<file path="config.mk">
export PLATFORM = sky130hd
export DESIGN_NAME = isc_top
export DESIGN_NICKNAME = d
export VERILOG_FILES = /design/src/design/isc_pkg.sv /design/src/design/isc_cpu_clock.sv /design/src/design/isc_req_latch.sv /design/src/design/isc_top.sv
export SDC_FILE = /design/constraint.sdc
export NUM_CORES = 1
export LEC_CHECK = 0
export BUFFER_PORTS_ARGS = -buffer_cell sky130_fd_sc_hd__buf_4
export CORE_MARGIN = 10
export CORE_UTILIZATION = 28
export DETAILED_ROUTE_END_ITERATION = 6
export GPL_ROUTABILITY_DRIVEN = 1
export MAX_ROUTING_LAYER = met4
export PLACE_DENSITY = 0.6
export SYNTH_ARGS = -nofsm -noshare
export SYNTH_HDL_FRONTEND = slang
export SYNTH_HIERARCHICAL = 1
export SYNTH_SLANG_ARGS = --single-unit
export TNS_END_PERCENT = 100
</file>
<file path="constraint.sdc">
create_clock -name clk_in -period 3.1 [get_ports clk_in]
set_input_delay 0.62 -clock clk_in [delete_from_list [all_inputs] [get_ports clk_in]]
set_output_delay 0.62 -clock clk_in [all_outputs]
set_load 0.01 [all_outputs]
</file>
<file path="src/design/isc_pkg.sv">
// constants for the interrupt option and sleep sequencing block
// assumes a single 250 mhz clock and an ahb-lite register port
package isc_pkg;
  localparam logic [7:0] IOPT_OFFSET = 8'hc8;
  localparam logic [7:0] STATUS_OFFSET = 8'hcc;
  localparam logic [7:0] IOPT_RESET = 8'h00;
  localparam logic [7:0] IOPT_WMASK = 8'h70;
  localparam int LES_BIT = 6;
  localparam int ESB_BIT = 5;
  localparam int GEN_BIT = 4;
  localparam int STAT_REQ_LSB = 0;
  localparam int STAT_NMI_REQ_BIT = 4;
  localparam int STAT_IRQ_MODE_BIT = 6;
  localparam int STAT_NMI_MODE_BIT = 7;
  localparam int STAT_STATE_LSB = 8;
  localparam int CLK_PER_CPU = 13;
  localparam int LAT_MIN_CPU = 6;
  localparam int LAT_MAX_CPU = 11;
  localparam int STARTUP_SHORT = 2048;
  localparam int STARTUP_LONG = 32768;
  localparam logic [11:0] VEC_RESET = 12'hffe;
  localparam logic [11:0] VEC_NMI = 12'hffc;
  localparam logic [11:0] VEC_PORT_A = 12'hff6;
  localparam logic [11:0] VEC_PORT_B = 12'hff4;
  localparam logic [11:0] VEC_TIMER = 12'hff2;
  localparam logic [11:0] VEC_CONV = 12'hff0;
  localparam logic [11:0] VEC_RESET_VALUE = 12'h000;
  localparam logic [3:0] LAT_RESET = 4'h0;
  localparam logic [15:0] OSC_CNT_RESET = 16'h0000;
  localparam logic [1:0] HTRANS_NONSEQ = 2'h2;
  typedef enum logic [4:0] {
    ST_RUN = 5'h01,
    ST_WAIT = 5'h02,
    ST_STOP = 5'h04,
    ST_OSC = 5'h08,
    ST_VEC = 5'h10
  } isc_state_t;
endpackage : isc_pkg

</file>
<file path="src/design/isc_cpu_clock.sv">
// cpu cycle prescaler: one tick every thirteen oscillator clocks
// assumes restart_in is a one-cycle pulse from the sequencer
module isc_cpu_clock (
  input wire logic clk_in, // oscillator clock
  input wire logic rst_n_in, // synchronous reset, active low
  input wire logic restart_in, // realign the cpu cycle
  output logic tick_out // last clock of a cpu cycle
);
  typedef struct packed {
    logic [3:0] cnt;
  } isc_clk_state_t;
  isc_clk_state_t q;
  isc_clk_state_t s;

  always_comb begin
    s = q;
    if (restart_in) begin
      s.cnt = 4'h0;
    end else if (q.cnt == 4'(isc_pkg::CLK_PER_CPU - 1)) begin
      s.cnt = 4'h0;
    end else begin
      s.cnt = q.cnt + 4'h1;
    end
  end

  always_ff @(posedge clk_in) begin
    if (!rst_n_in) begin
      q.cnt <= 4'h0;
    end else begin
      q <= s;
    end
  end

  assign tick_out = !restart_in && (q.cnt == 4'(isc_pkg::CLK_PER_CPU - 1));
endmodule : isc_cpu_clock

</file>
<file path="src/design/isc_req_latch.sv">
// one external request line: edge latch or plain low level
// assumes the pin is already synchronous to clk_in
module isc_req_latch (
  input wire logic clk_in, // clock
  input wire logic rst_n_in, // synchronous reset, active low
  input wire logic pin_in, // request line
  input wire logic level_mode_in, // 1: low level, no storage
  input wire logic rising_in, // edge mode polarity, 1: rising
  input wire logic clear_in, // service routine started
  output logic req_out // request pending
);
  typedef struct packed {
    logic prev;
    logic latch;
  } isc_latch_state_t;
  isc_latch_state_t q;
  isc_latch_state_t s;
  logic edge_seen;

  always_comb begin
    edge_seen = rising_in ? (pin_in && !q.prev) : (!pin_in && q.prev);
    s.prev = pin_in;
    s.latch = q.latch;
    if (clear_in) begin
      s.latch = 1'b0;
    end
    // set beats clear; a second edge while latched adds nothing
    if (edge_seen && !level_mode_in) begin
      s.latch = 1'b1;
    end
    if (level_mode_in) begin
      s.latch = 1'b0;
    end
  end

  always_ff @(posedge clk_in) begin
    if (!rst_n_in) begin
      // track the line during reset: a pin already at its active level is no edge
      q.prev <= pin_in;
      q.latch <= 1'b0;
    end else begin
      q <= s;
    end
  end

  assign req_out = level_mode_in ? !pin_in : q.latch;
endmodule : isc_req_latch

</file>
<file path="src/design/isc_top.sv">
// interrupt option register, vector arbitration and wait/stop sequencing
// assumes an ahb-lite master, a core that flags instruction boundaries,
// and peripheral flags that software clears itself
//
// The AHB-Lite slave port is this design's own decision.
module isc_top #(
  parameter int STARTUP_SHORT_CYC = isc_pkg::STARTUP_SHORT, // short start-up count
  parameter int STARTUP_LONG_CYC = isc_pkg::STARTUP_LONG // long start-up count
) (
  input wire logic clk_in, // 250 mhz clock
  input wire logic rst_n_in, // synchronous reset, active low
  input wire logic hsel_in, // ahb slave select
  input wire logic [31:0] haddr_in, // ahb address
  input wire logic [1:0] htrans_in, // ahb transfer type
  input wire logic hwrite_in, // ahb write
  input wire logic [2:0] hsize_in, // ahb size, word only
  input wire logic hready_in, // ahb bus ready
  input wire logic [31:0] hwdata_in, // ahb write data
  output logic [31:0] hrdata_out, // ahb read data
  output logic hreadyout_out, // ahb slave ready
  output logic hresp_out, // ahb response, always okay
  input wire logic nmi_pin_in, // non-maskable request pin
  input wire logic port_a_irq_in, // vector one line
  input wire logic port_b_irq_in, // vector two line
  input wire logic timer_zero_flag_in, // vector three flag
  input wire logic conv_done_flag_in, // vector four flag
  input wire logic timer_ext_clock_in, // timer runs from external clock
  input wire logic instr_boundary_in, // core between instructions
  input wire logic [2:0] instr_phase_in, // instruction phase at request
  input wire logic wait_exec_in, // core executes wait
  input wire logic stop_exec_in, // core executes stop
  input wire logic reti_in, // core executes return from interrupt
  input wire logic watchdog_active_in, // watchdog running
  input wire logic stop_with_watchdog_option_in, // option bit
  input wire logic long_startup_in, // long oscillator start-up
  output logic vector_load_out, // pc loaded with vector
  output logic [11:0] vector_addr_out, // vector address
  output logic service_ready_out, // service code may run
  output logic cpu_halt_out, // core frozen
  output logic osc_enable_out, // oscillator running
  output logic periph_clk_enable_out, // peripheral clock gate
  output logic watchdog_freeze_out, // watchdog held in stop
  output logic irq_mode_out, // core in maskable routine
  output logic nmi_mode_out // core in nmi routine
);
  typedef struct packed {
    isc_pkg::isc_state_t state;
    logic [7:0] iopt;
    logic wr_pend;
    logic [31:0] hrdata;
    logic irq_mode;
    logic nmi_mode;
    logic [3:0] lat;
    logic [15:0] osc_cnt;
    logic vec_load;
    logic [11:0] vec_addr;
    logic svc_ready;
    logic halt;
    logic osc_en;
    logic periph_en;
    logic wdg_freeze;
    logic [4:0] ack;
  } isc_top_state_t;

  isc_top_state_t q;
  isc_top_state_t s;
  logic cpu_tick;
  logic nmi_req;
  logic port_a_req;
  logic port_b_req;
  logic [3:0] m_req;
  logic gen;
  logic take_nmi;
  logic take_m;
  logic wake_wait;
  logic wake_stop;
  logic bus_valid;
  logic [1:0] pick;
  logic [2:0] phase;

  function automatic logic reg_hit(input logic [31:0] addr, input logic [7:0] off);
    reg_hit = (addr[31:8] == 24'h000000) && (addr[7:0] == off);
  endfunction : reg_hit

  function automatic logic [11:0] vec_of(input logic [1:0] idx);
    unique case (idx)
      2'd0: vec_of = isc_pkg::VEC_PORT_A;
      2'd1: vec_of = isc_pkg::VEC_PORT_B;
      2'd2: vec_of = isc_pkg::VEC_TIMER;
      2'd3: vec_of = isc_pkg::VEC_CONV;
    endcase
  endfunction : vec_of

  isc_cpu_clock u_cpu_clock (
    .clk_in(clk_in),
    .rst_n_in(rst_n_in),
    .restart_in(q.vec_load),
    .tick_out(cpu_tick)
  );

  isc_req_latch u_nmi_latch (
    .clk_in(clk_in),
    .rst_n_in(rst_n_in),
    .pin_in(nmi_pin_in),
    .level_mode_in(1'b0),
    .rising_in(1'b0),
    .clear_in(q.ack[0]),
    .req_out(nmi_req)
  );

  isc_req_latch u_port_a_latch (
    .clk_in(clk_in),
    .rst_n_in(rst_n_in),
    .pin_in(port_a_irq_in),
    .level_mode_in(q.iopt[isc_pkg::LES_BIT]),
    .rising_in(1'b0),
    .clear_in(q.ack[1]),
    .req_out(port_a_req)
  );

  isc_req_latch u_port_b_latch (
    .clk_in(clk_in),
    .rst_n_in(rst_n_in),
    .pin_in(port_b_irq_in),
    .level_mode_in(1'b0),
    .rising_in(q.iopt[isc_pkg::ESB_BIT]),
    .clear_in(q.ack[2]),
    .req_out(port_b_req)
  );

  // requests stay latched regardless of the enable bit
  assign m_req = {conv_done_flag_in, timer_zero_flag_in, port_b_req, port_a_req};
  assign gen = q.iopt[isc_pkg::GEN_BIT];
  assign take_nmi = nmi_req && !q.nmi_mode;
  assign take_m = gen && (|m_req) && !q.irq_mode && !q.nmi_mode;
  assign wake_wait = gen && (nmi_req || (|m_req));
  // conversion done has no path out of stop
  assign wake_stop = gen && (nmi_req || m_req[0] || m_req[1] || (m_req[2] && timer_ext_clock_in));
  assign bus_valid = hsel_in && hready_in && htrans_in[1];
  assign phase = (instr_phase_in > 3'd5) ? 3'd5 : instr_phase_in;

  always_comb begin
    pick = 2'd3;
    for (int i = 3; i >= 0; i--) begin
      if (m_req[i]) begin
        pick = 2'(i);
      end
    end
  end

  always_comb begin
    s = q;
    s.vec_load = 1'b0;
    s.svc_ready = 1'b0;
    s.ack = 5'h00;
    // bus slave: zero wait states, registered read data
    if (q.wr_pend && hready_in) begin
      s.iopt = hwdata_in[7:0] & isc_pkg::IOPT_WMASK;
    end
    if (hready_in) begin
      s.wr_pend = bus_valid && hwrite_in && reg_hit(haddr_in, isc_pkg::IOPT_OFFSET);
      s.hrdata = 32'h00000000;
      if (bus_valid && !hwrite_in && reg_hit(haddr_in, isc_pkg::STATUS_OFFSET)) begin
        s.hrdata[isc_pkg::STAT_REQ_LSB +: 4] = m_req;
        s.hrdata[isc_pkg::STAT_NMI_REQ_BIT] = nmi_req;
        s.hrdata[isc_pkg::STAT_IRQ_MODE_BIT] = q.irq_mode;
        s.hrdata[isc_pkg::STAT_NMI_MODE_BIT] = q.nmi_mode;
        s.hrdata[isc_pkg::STAT_STATE_LSB +: 5] = q.state;
      end
    end
    // sequencer; option register and latches are untouched by sleep
    unique case (q.state)
      isc_pkg::ST_RUN: begin
        if (instr_boundary_in && take_nmi) begin
          // nmi also preempts a maskable routine that just woke
          s.state = isc_pkg::ST_VEC;
          s.nmi_mode = 1'b1;
          s.ack[0] = 1'b1;
          s.vec_load = 1'b1;
          s.vec_addr = isc_pkg::VEC_NMI;
          s.lat = 4'(isc_pkg::LAT_MIN_CPU) + {1'b0, phase};
        end else if (instr_boundary_in && take_m) begin
          // waking request from main code is serviced here first
          s.state = isc_pkg::ST_VEC;
          s.irq_mode = 1'b1;
          s.ack[3'(pick) + 3'd1] = 1'b1;
          s.vec_load = 1'b1;
          s.vec_addr = vec_of(pick);
          s.lat = 4'(isc_pkg::LAT_MIN_CPU) + {1'b0, phase};
        end else if (instr_boundary_in && reti_in) begin
          // nmi return falls back to the maskable routine it preempted
          if (q.nmi_mode) begin
            s.nmi_mode = 1'b0;
          end else begin
            s.irq_mode = 1'b0;
          end
        end else if (instr_boundary_in && stop_exec_in) begin
          if (watchdog_active_in && !(stop_with_watchdog_option_in && nmi_pin_in)) begin
            s.state = isc_pkg::ST_WAIT;
          end else begin
            s.state = isc_pkg::ST_STOP;
            s.wdg_freeze = watchdog_active_in;
          end
        end else if (instr_boundary_in && wait_exec_in) begin
          s.state = isc_pkg::ST_WAIT;
        end
      end
      isc_pkg::ST_WAIT: begin
        // in nmi or maskable mode the wake only resumes; run state arbitrates
        if (wake_wait) begin
          s.state = isc_pkg::ST_RUN;
        end
      end
      isc_pkg::ST_STOP: begin
        if (wake_stop) begin
          s.state = isc_pkg::ST_OSC;
          s.osc_cnt = long_startup_in ? 16'(STARTUP_LONG_CYC - 1) : 16'(STARTUP_SHORT_CYC - 1);
        end
      end
      isc_pkg::ST_OSC: begin
        if (q.osc_cnt == 16'h0000) begin
          s.state = isc_pkg::ST_RUN;
          s.wdg_freeze = 1'b0;
        end else begin
          s.osc_cnt = q.osc_cnt - 16'h0001;
        end
      end
      isc_pkg::ST_VEC: begin
        if (cpu_tick) begin
          if (q.lat == 4'h1) begin
            s.state = isc_pkg::ST_RUN;
            s.svc_ready = 1'b1;
          end else begin
            s.lat = q.lat - 4'h1;
          end
        end
      end
    endcase
    s.halt = (s.state != isc_pkg::ST_RUN) && (s.state != isc_pkg::ST_VEC);
    s.osc_en = (s.state != isc_pkg::ST_STOP);
    s.periph_en = (s.state == isc_pkg::ST_RUN) || (s.state == isc_pkg::ST_WAIT)
      || (s.state == isc_pkg::ST_VEC);
  end

  always_ff @(posedge clk_in) begin
    if (!rst_n_in) begin
      q.state <= isc_pkg::ST_RUN;
      q.iopt <= isc_pkg::IOPT_RESET;
      q.wr_pend <= 1'b0;
      q.hrdata <= 32'h00000000;
      q.irq_mode <= 1'b0;
      q.nmi_mode <= 1'b0;
      q.lat <= isc_pkg::LAT_RESET;
      q.osc_cnt <= isc_pkg::OSC_CNT_RESET;
      q.vec_load <= 1'b0;
      q.vec_addr <= isc_pkg::VEC_RESET_VALUE;
      q.svc_ready <= 1'b0;
      q.halt <= 1'b0;
      q.osc_en <= 1'b1;
      q.periph_en <= 1'b1;
      q.wdg_freeze <= 1'b0;
      q.ack <= 5'h00;
    end else begin
      q <= s;
    end
  end

  assign hrdata_out = q.hrdata;
  assign hreadyout_out = rst_n_in || 1'b1;
  assign hresp_out = 1'b0;
  assign vector_load_out = q.vec_load;
  assign vector_addr_out = q.vec_addr;
  assign service_ready_out = q.svc_ready;
  assign cpu_halt_out = q.halt;
  assign osc_enable_out = q.osc_en;
  assign periph_clk_enable_out = q.periph_en;
  assign watchdog_freeze_out = q.wdg_freeze;
  assign irq_mode_out = q.irq_mode;
  assign nmi_mode_out = q.nmi_mode;

  // helper ages for the timing checks below
  logic [7:0] lat_age;
  logic [15:0] osc_age;
  always_ff @(posedge clk_in) begin
    if (!rst_n_in) begin
      lat_age <= 8'h00;
      osc_age <= 16'h0000;
    end else begin
      lat_age <= q.vec_load ? 8'h01 : ((lat_age == 8'hff) ? lat_age : lat_age + 8'h01);
      osc_age <= (q.state == isc_pkg::ST_OSC) ? osc_age + 16'h0001 : 16'h0000;
    end
  end

  a_latency_window: assert property (@(posedge clk_in) disable iff (!rst_n_in)
    service_ready_out |-> (lat_age >= 8'd79) && (lat_age <= 8'd144))
    else $error("service ready outside six to eleven cpu cycles");

  a_option_write: assert property (@(posedge clk_in) disable iff (!rst_n_in)
    (q.wr_pend && hready_in) |=> ({24'h000000, q.iopt} == ($past(hwdata_in) & 32'h00000070)))
    else $error("option register write not taken as masked byte");

  a_option_reads_zero: assert property (@(posedge clk_in) disable iff (!rst_n_in)
    (bus_valid && !hwrite_in && reg_hit(haddr_in, 8'hc8)) |=> (hrdata_out == 32'h00000000))
    else $error("write-only option register returned data");

  a_stop_becomes_wait: assert property (@(posedge clk_in) disable iff (!rst_n_in)
    ($changed(q.state) && q.state == isc_pkg::ST_STOP)
      |-> (!$past(watchdog_active_in) || ($past(stop_with_watchdog_option_in) && $past(nmi_pin_in))))
    else $error("stop entered while watchdog should force wait");

  a_stop_clocks_off: assert property (@(posedge clk_in) disable iff (!rst_n_in)
    (q.state == isc_pkg::ST_STOP) |-> (!osc_enable_out && !periph_clk_enable_out && cpu_halt_out))
    else $error("oscillator or peripheral clock running in stop");

  a_wait_clocks_on: assert property (@(posedge clk_in) disable iff (!rst_n_in)
    (q.state == isc_pkg::ST_WAIT) |-> (osc_enable_out && periph_clk_enable_out && cpu_halt_out))
    else $error("wait mode stopped the clocks or ran the core");

  a_startup_count: assert property (@(posedge clk_in) disable iff (!rst_n_in)
    ($past(q.state) == isc_pkg::ST_OSC && q.state != isc_pkg::ST_OSC)
      |-> (($past(osc_age) + 16'h0001 == 16'(STARTUP_SHORT_CYC))
        || ($past(osc_age) + 16'h0001 == 16'(STARTUP_LONG_CYC))))
    else $error("oscillator start-up delay of wrong length");

  a_stop_exit_path: assert property (@(posedge clk_in) disable iff (!rst_n_in)
    (q.state == isc_pkg::ST_STOP) ##1 (q.state != isc_pkg::ST_STOP) |-> (q.state == isc_pkg::ST_OSC))
    else $error("stop left without oscillator start-up");

  a_nmi_no_wake: assert property (@(posedge clk_in) disable iff (!rst_n_in)
    (q.state == isc_pkg::ST_WAIT && !gen) |=> (q.state == isc_pkg::ST_WAIT))
    else $error("woke from wait with maskable enable clear");

  a_conv_no_wake: assert property (@(posedge clk_in) disable iff (!rst_n_in)
    (q.state == isc_pkg::ST_STOP && !nmi_req && !m_req[0] && !m_req[1]
      && !(m_req[2] && timer_ext_clock_in)) |=> (q.state == isc_pkg::ST_STOP))
    else $error("stop left on a source that cannot wake it");
endmodule : isc_top

</file>
==> run summary, run 1 <==
CTS H-Tree Depth - 3
Critical Path Fanout Max - 8
crit path cell chain - nor2_1, a21oi_1, nor4_1, o41ai_2, buf_4, and2_1, a31oi_1, a211o_1, a21boi_0
WP data required - 3340 ps
sequential area share after synthesis - 36.2%
final hold vios - 0
DRT antenna net count - 0
number of synthesized flops with an enable pin - 0
Rel. slew slack - 46.2%
Syn-to-layout area delta - 23.4%
clk_skew - 9.17 ps
GR Util met3 - 3.40%
initial antenna violation count - 0
Port Buffers - 87
VDD IR max - 0.260 mV
Least-Margin Pin Slew - 796 ps
Post-CTS Setup Inserts - 0
global-route wire length before repair - 15.5 mm
First-pass DRT Iterations - 4
Fin Hold WS - 427 ps
CP Data Arrival Time - 2930 ps
Synth top area share - 36.2%
pwr/cell area - 458 nW/um2
most common cell after layout, fill and taps aside - buf_4
Routed WL - 9.75 mm
antenna cell count - 0
commonest non-fill, non-tap cells in the layout - buf_4, dfxtp_1, nor2_1
layout cells sized above 1 - 25.8%
vias per cell - 4.72
post-synthesis cell area - 3650 um2
hold path start - port_b_irq_in
post-route non-filler standard cell count - 688
min setup slack post-route - 411 ps
Sink Count - 66
vias in the first global route - 3,156
largest net degree at the start of global routing - 29
GRT met1 Usage - 12.3%
R2R Setup Slk - 410 ps
max-cap viol count - 0
Worst setup EP type - register
RR Endpoint - q[40]
hold buffer count at CTS - 0
final setup violation count - 0
critical path's slowest cell - o41ai_2
Mapped Cells - 437
Detailed Place HPWL - 7.76 mm
Synth area leaders - dfxtp_1, buf_4, a21oi_1
total die area - 18,000 um2
Rows - 41
min cycle time layout - 2690 ps
fin nets - 608
Endpoint, Worst Hold - u_port_b_latch/q[1]
path type of the worst min-delay path - in2reg
Clock Path Buffers - 2
per-cell routed wire length - 14.2 um
Synth Warn # - 6
Starting Density - 28.7%
hold path cells - 1
CTS Buf Count - 9
Worst path top cell family by delay - compound AO/OA/AOI/OAI gates
Crit Path Class - reg2reg
grt met2 use - 17.1%
post-CTS sizing - 0
Critical Path Source Type - register
Total GRT Usage - 10.7%
Synth cell types - 72
register bit total from synthesis - 66
via count - 3,247
setup TNS - 0 ps
clock latency at the later pin of the worst-skew pair - 320 ps
ys async rst share - 0%
Root Buffer - clkbuf_16
Final Max Slew Viols - 0
gr ovfl total - 0
Static Leak - 0.00190 uW
DP Cell Count - 673
Synth area leader - dfxtp_1
RSZ-0062 raised after global routing - false
Critical R2R Launch - u_port_b_latch/q[0]
Critical Path Max Stage Delay - 630 ps
Top FF cell, synth - dfxtp_1
# DRC - 0
r2r worst-path depth - 9
GPL Wtd Cong - 0.865
worst path bufs/invs - 1
dpl ws - 134 ps
most used routing layer - met2
Die Y - 134 um
CTS tree - yes
initial DRC count - 232
io pins - 144
die width - 134 um
status - complete, no violations
syn_area_per_cell - 8.36 um2
achievable frequency - 0.372 GHz
clock slew at reported path FFs - 50 ps
core area - 12,700 um2
final period utilization - 86.7%
worst max-delay path by stage:
stage | cells past startpoint | end | slack (ps) | start
2_1_floorplan | 8 | watchdog_freeze_out | 580 | port_a_irq_in
5_1_grt | 8 | q[41] | 150 | q[84]
4_1_cts | 9 | q[40] | 460 | u_port_b_latch/q[0]
3_3_place_gp | 9 | q[40] | 190 | port_a_irq_in
6_report | 9 | q[40] | 410 | u_port_b_latch/q[0]
3_5_place_dp | 9 | q[40] | 130 | port_a_irq_in
power by group:
| group | leakage, uW | total (uW) | internal, uW | switching [uW] |
|---|---|---|---|---|
| sequential | 0.000536 | 908 | 878 | 29.4 |
| clock | 0.000122 | 871 | 533 | 338 |
| combinational | 0.00124 | 287 | 134 | 153 |
| total | 0.00190 | 2070 | 1550 | 520 |
flip-flops by register name (all words and copies together), names as in the netlist, 2 cells and up:
register,flops
hrdata_out,12
vector_addr_out,4
u_nmi_latch/q,2
q,31
u_cpu_clock/q,4
u_port_a_latch/q,2
u_port_b_latch/q,2
stage by stage:
stage	instance area [um2]	util [%]	power (uW)
after CTS	4510	35.4	2090
after floorplan	3770	-	1120
after detailed placement	4260	33.4	1210
final	4510	35.4	2070
after global placement	4260	33.4	1200
after global routing	4510	35.4	2170
cells in the mapped netlist (5+ instances only):
library cell,instances
nand2b_1,7
xor2_1,9
inv_1,17
o221a_2,5
nand3b_1,8
o21ai_0,13
dfxtp_1,66
and2_1,5
nor4_1,9
nand2_1,26
ha_1,6
a31oi_1,8
nor3_1,11
a21oi_1,37
nand3_1,12
nor2_1,45
a21boi_0,6
nor2b_1,13
clkbuf_1,10
buf_4,46
layer usage:
layer  up-vias  routed length (um)
li1       1627                   -
met1      1540                4140
met2        75                4870
met3         5                 663
met4         0                  71
met5         -                   0
layout make-up:
type,instances,area (um2)
inverter,17,63.8
tap,172,215
timing repair buffer,93,698
fill,1346,8210
sequential,66,1320
multi-input combinational,325,1960
clock buffer,12,236
clock inverter,3,17.5
worst reg2reg max path, delay by kind of cell, from the launching register on:
| kind | cells | cell delay (ps) |
|---|---|---|
| AOI/OAI and AO/OA | 5 | 1660 |
| and+or+nand+nor | 3 | 370 |
| DFF | 1 | 340 |
| buffers and inverters | 1 | 240 |
cells by family after synthesis:
family	after synthesis	share of synthesized area, %
simple gates	176	26.9
xor+xnor	12	2.88
compound gates	98	18.4
fa+ha+maj	6	2.05
flops	66	36.2
other cells	2	0.205
buf+inv	77	13.5
Note: power is estimated with default switching activity, not from simulation.
==> run 2, diff against run 1 <==
--- a/config.mk
+++ b/config.mk
@@ -11,7 +11,7 @@
 export DETAILED_ROUTE_END_ITERATION = 6
 export GPL_ROUTABILITY_DRIVEN = 1
 export MAX_ROUTING_LAYER = met4
-export PLACE_DENSITY = 0.6
+export PLACE_DENSITY = 0.62
 export SYNTH_ARGS = -nofsm -noshare
 export SYNTH_HDL_FRONTEND = slang
 export SYNTH_HIERARCHICAL = 1
==> constraint.sdc (replaced) <==
create_clock -name clk_in -period 2.2 [get_ports clk_in]
set_input_delay 0.44 -clock clk_in [delete_from_list [all_inputs] [get_ports clk_in]]
set_output_delay 0.44 -clock clk_in [all_outputs]
set_load 0.01 [all_outputs]
==> run summary, run 2 (synthesis results as in run 1) <==
Rows - 41
hold path cells - 1
global-route wire length before repair - 17.1 mm
CTS tree - yes
failing checks - setup timing
DRT antenna net count - 0
final hold vios - 0
clk_skew - 6.97 ps
total die area - 18,000 um2
Syn-to-layout area delta - 39.3%
Die Y - 134 um
min setup slack post-route - -23.7 ps
largest net degree at the start of global routing - 29
clock slew at reported path FFs - 50 ps
First-pass DRT Iterations - 6
per-cell routed wire length - 14.6 um
Rel. slew slack - 63.2%
CTS H-Tree Depth - 3
Endpoint, Worst Hold - u_port_a_latch/q[1]
RSZ-0062 raised after global routing - true
initial DRC count - 223
path type of the worst min-delay path - in2reg
layout cells sized above 1 - 36.8%
hold buffer count at CTS - 0
combinational share of power - 15.6%
commonest non-fill, non-tap cells in the layout - buf_4, dfxtp_1, nor2_1
antenna cell count - 0
io pins - 144
Least-Margin Pin Slew - 551 ps
Final Max Slew Viols - 0
final period utilization - 101%
WP data required - 2420 ps
fin nets - 653
Crit Path Class - reg2reg
VDD IR max - 0.442 mV
Static Leak - 0.00219 uW
# DRC - 0
Clock power frac - 46.4%
cell-internal power - 2520 uW
Clock Path Buffers - 2
Worst setup EP type - register
dpl ws - -226 ps
clock latency at the later pin of the worst-skew pair - 340 ps
Critical R2R Launch - u_port_b_latch/q[0]
initial antenna violation count - 0
Flop pwr share - 38.0%
max-cap viol count - 0
GR Util met3 - 4.18%
Sink Count - 66
CP Data Arrival Time - 2450 ps
Critical Path Fanout Max - 5
vias in the first global route - 3,455
final setup violation count - 1
Top reg by flops - q
max FFs per register - 31
Total GRT Usage - 11.9%
core area - 12,700 um2
Sw Share - 24.7%
Root Buffer - clkbuf_16
status - complete, but fails checks
hold path start - port_a_irq_in
GRT met1 Usage - 13.5%
Core Util, Final - 40.0%
grt met2 use - 19.2%
R2R Setup Slk - -20 ps
gr ovfl total - 0
via count - 3,440
r2r worst-path depth - 9
most common cell after layout, fill and taps aside - buf_4
crit path launch - u_port_b_latch/q[0]
GPL Wtd Cong - 0.815
min cycle time layout - 2220 ps
Starting Density - 28.7%
CTS Buf Count - 9
pwr/cell area - 657 nW/um2
die width - 134 um
Detailed Place HPWL - 8.19 mm
RR Endpoint - cpu_halt_out
Port Buffers - 87
most used routing layer - met2
Critical Path Source Type - register
# fillers - 1,304
Psw - 828 uW
vias per cell - 4.69
achievable frequency - 0.450 GHz
Routed WL - 10.7 mm
## run 2: cell types whose count changed in the layout (fill, tap and decap cells not counted), moves of 3 or more
cell	change
nor2_4	+3
buf_4	+43
a21oi_1	-3
dfxtp_2	+3
nor2_1	-4
o21ai_0	-4
dfxtp_1	-3
## run 2: critical path: stages, from the launching register on
cell      delay [ps]
dfxtp_1          320
nor2_2           100
a21oi_2           80
buf_4            150
or4_4            500
o2111a_1         240
o21ai_1          130
a32o_2           220
xor2_1            90
o31a_1           280
## run 2: cell type report
| type | count | area, um2 | area share [%] |
|---|---|---|---|
| multi-input combinational | 325 | 2110 | 41.5 |
| sequential | 66 | 1330 | 26.0 |
| timing repair buffer | 138 | 1050 | 20.7 |
| clock buffer | 11 | 243 | 4.77 |
| tap | 172 | 215 | 4.23 |
| clock inverter | 5 | 77.6 | 1.52 |
| inverter | 17 | 63.8 | 1.25 |
## run 2: power groups by stage
stage	combinational [uW]	sequential [uW]	clock (uW)
final	522	1270	1550
after global routing	577	1280	1640
after floorplan	295	1290	0
after global placement	471	1290	0
after CTS	503	1270	1580
after detailed placement	483	1290	0
## run 2: timing repair
action,CTS,global route
pin swaps,8,3
setup buffers,3,0
endpoints found under the setup margin,14,17
gates resized for setup,18,18
## run 2: per-layer routing
metal,share of wire (%),up-vias
li1,-,1720
met1,43,1616
met2,49,90
met3,6.8,14
met4,1.4,0
met5,0,-
## run 2: worst max path at each step
stage,endpoint,cells after the start
global route,cpu_halt_out,9
detailed placement,periph_clk_enable_out,10
finish,cpu_halt_out,9
floorplan,cpu_halt_out,8
global placement,periph_clk_enable_out,10
CTS,cpu_halt_out,9
## run 2: per-stage QoR
stage | setup TNS, ps | hold WS, ps | total power (uW) | cells | instance area, um2
floorplan | 0 | 430 | 1580 | 468 | 3800
global placement | -1750 | 441 | 1760 | 715 | 4610
detailed placement | -2090 | 454 | 1780 | 715 | 4610
CTS | -58.5 | 227 | 3350 | 734 | 5010
global route | -382 | 226 | 3490 | 734 | 5090
finish | -23.7 | 232 | 3340 | 734 | 5090
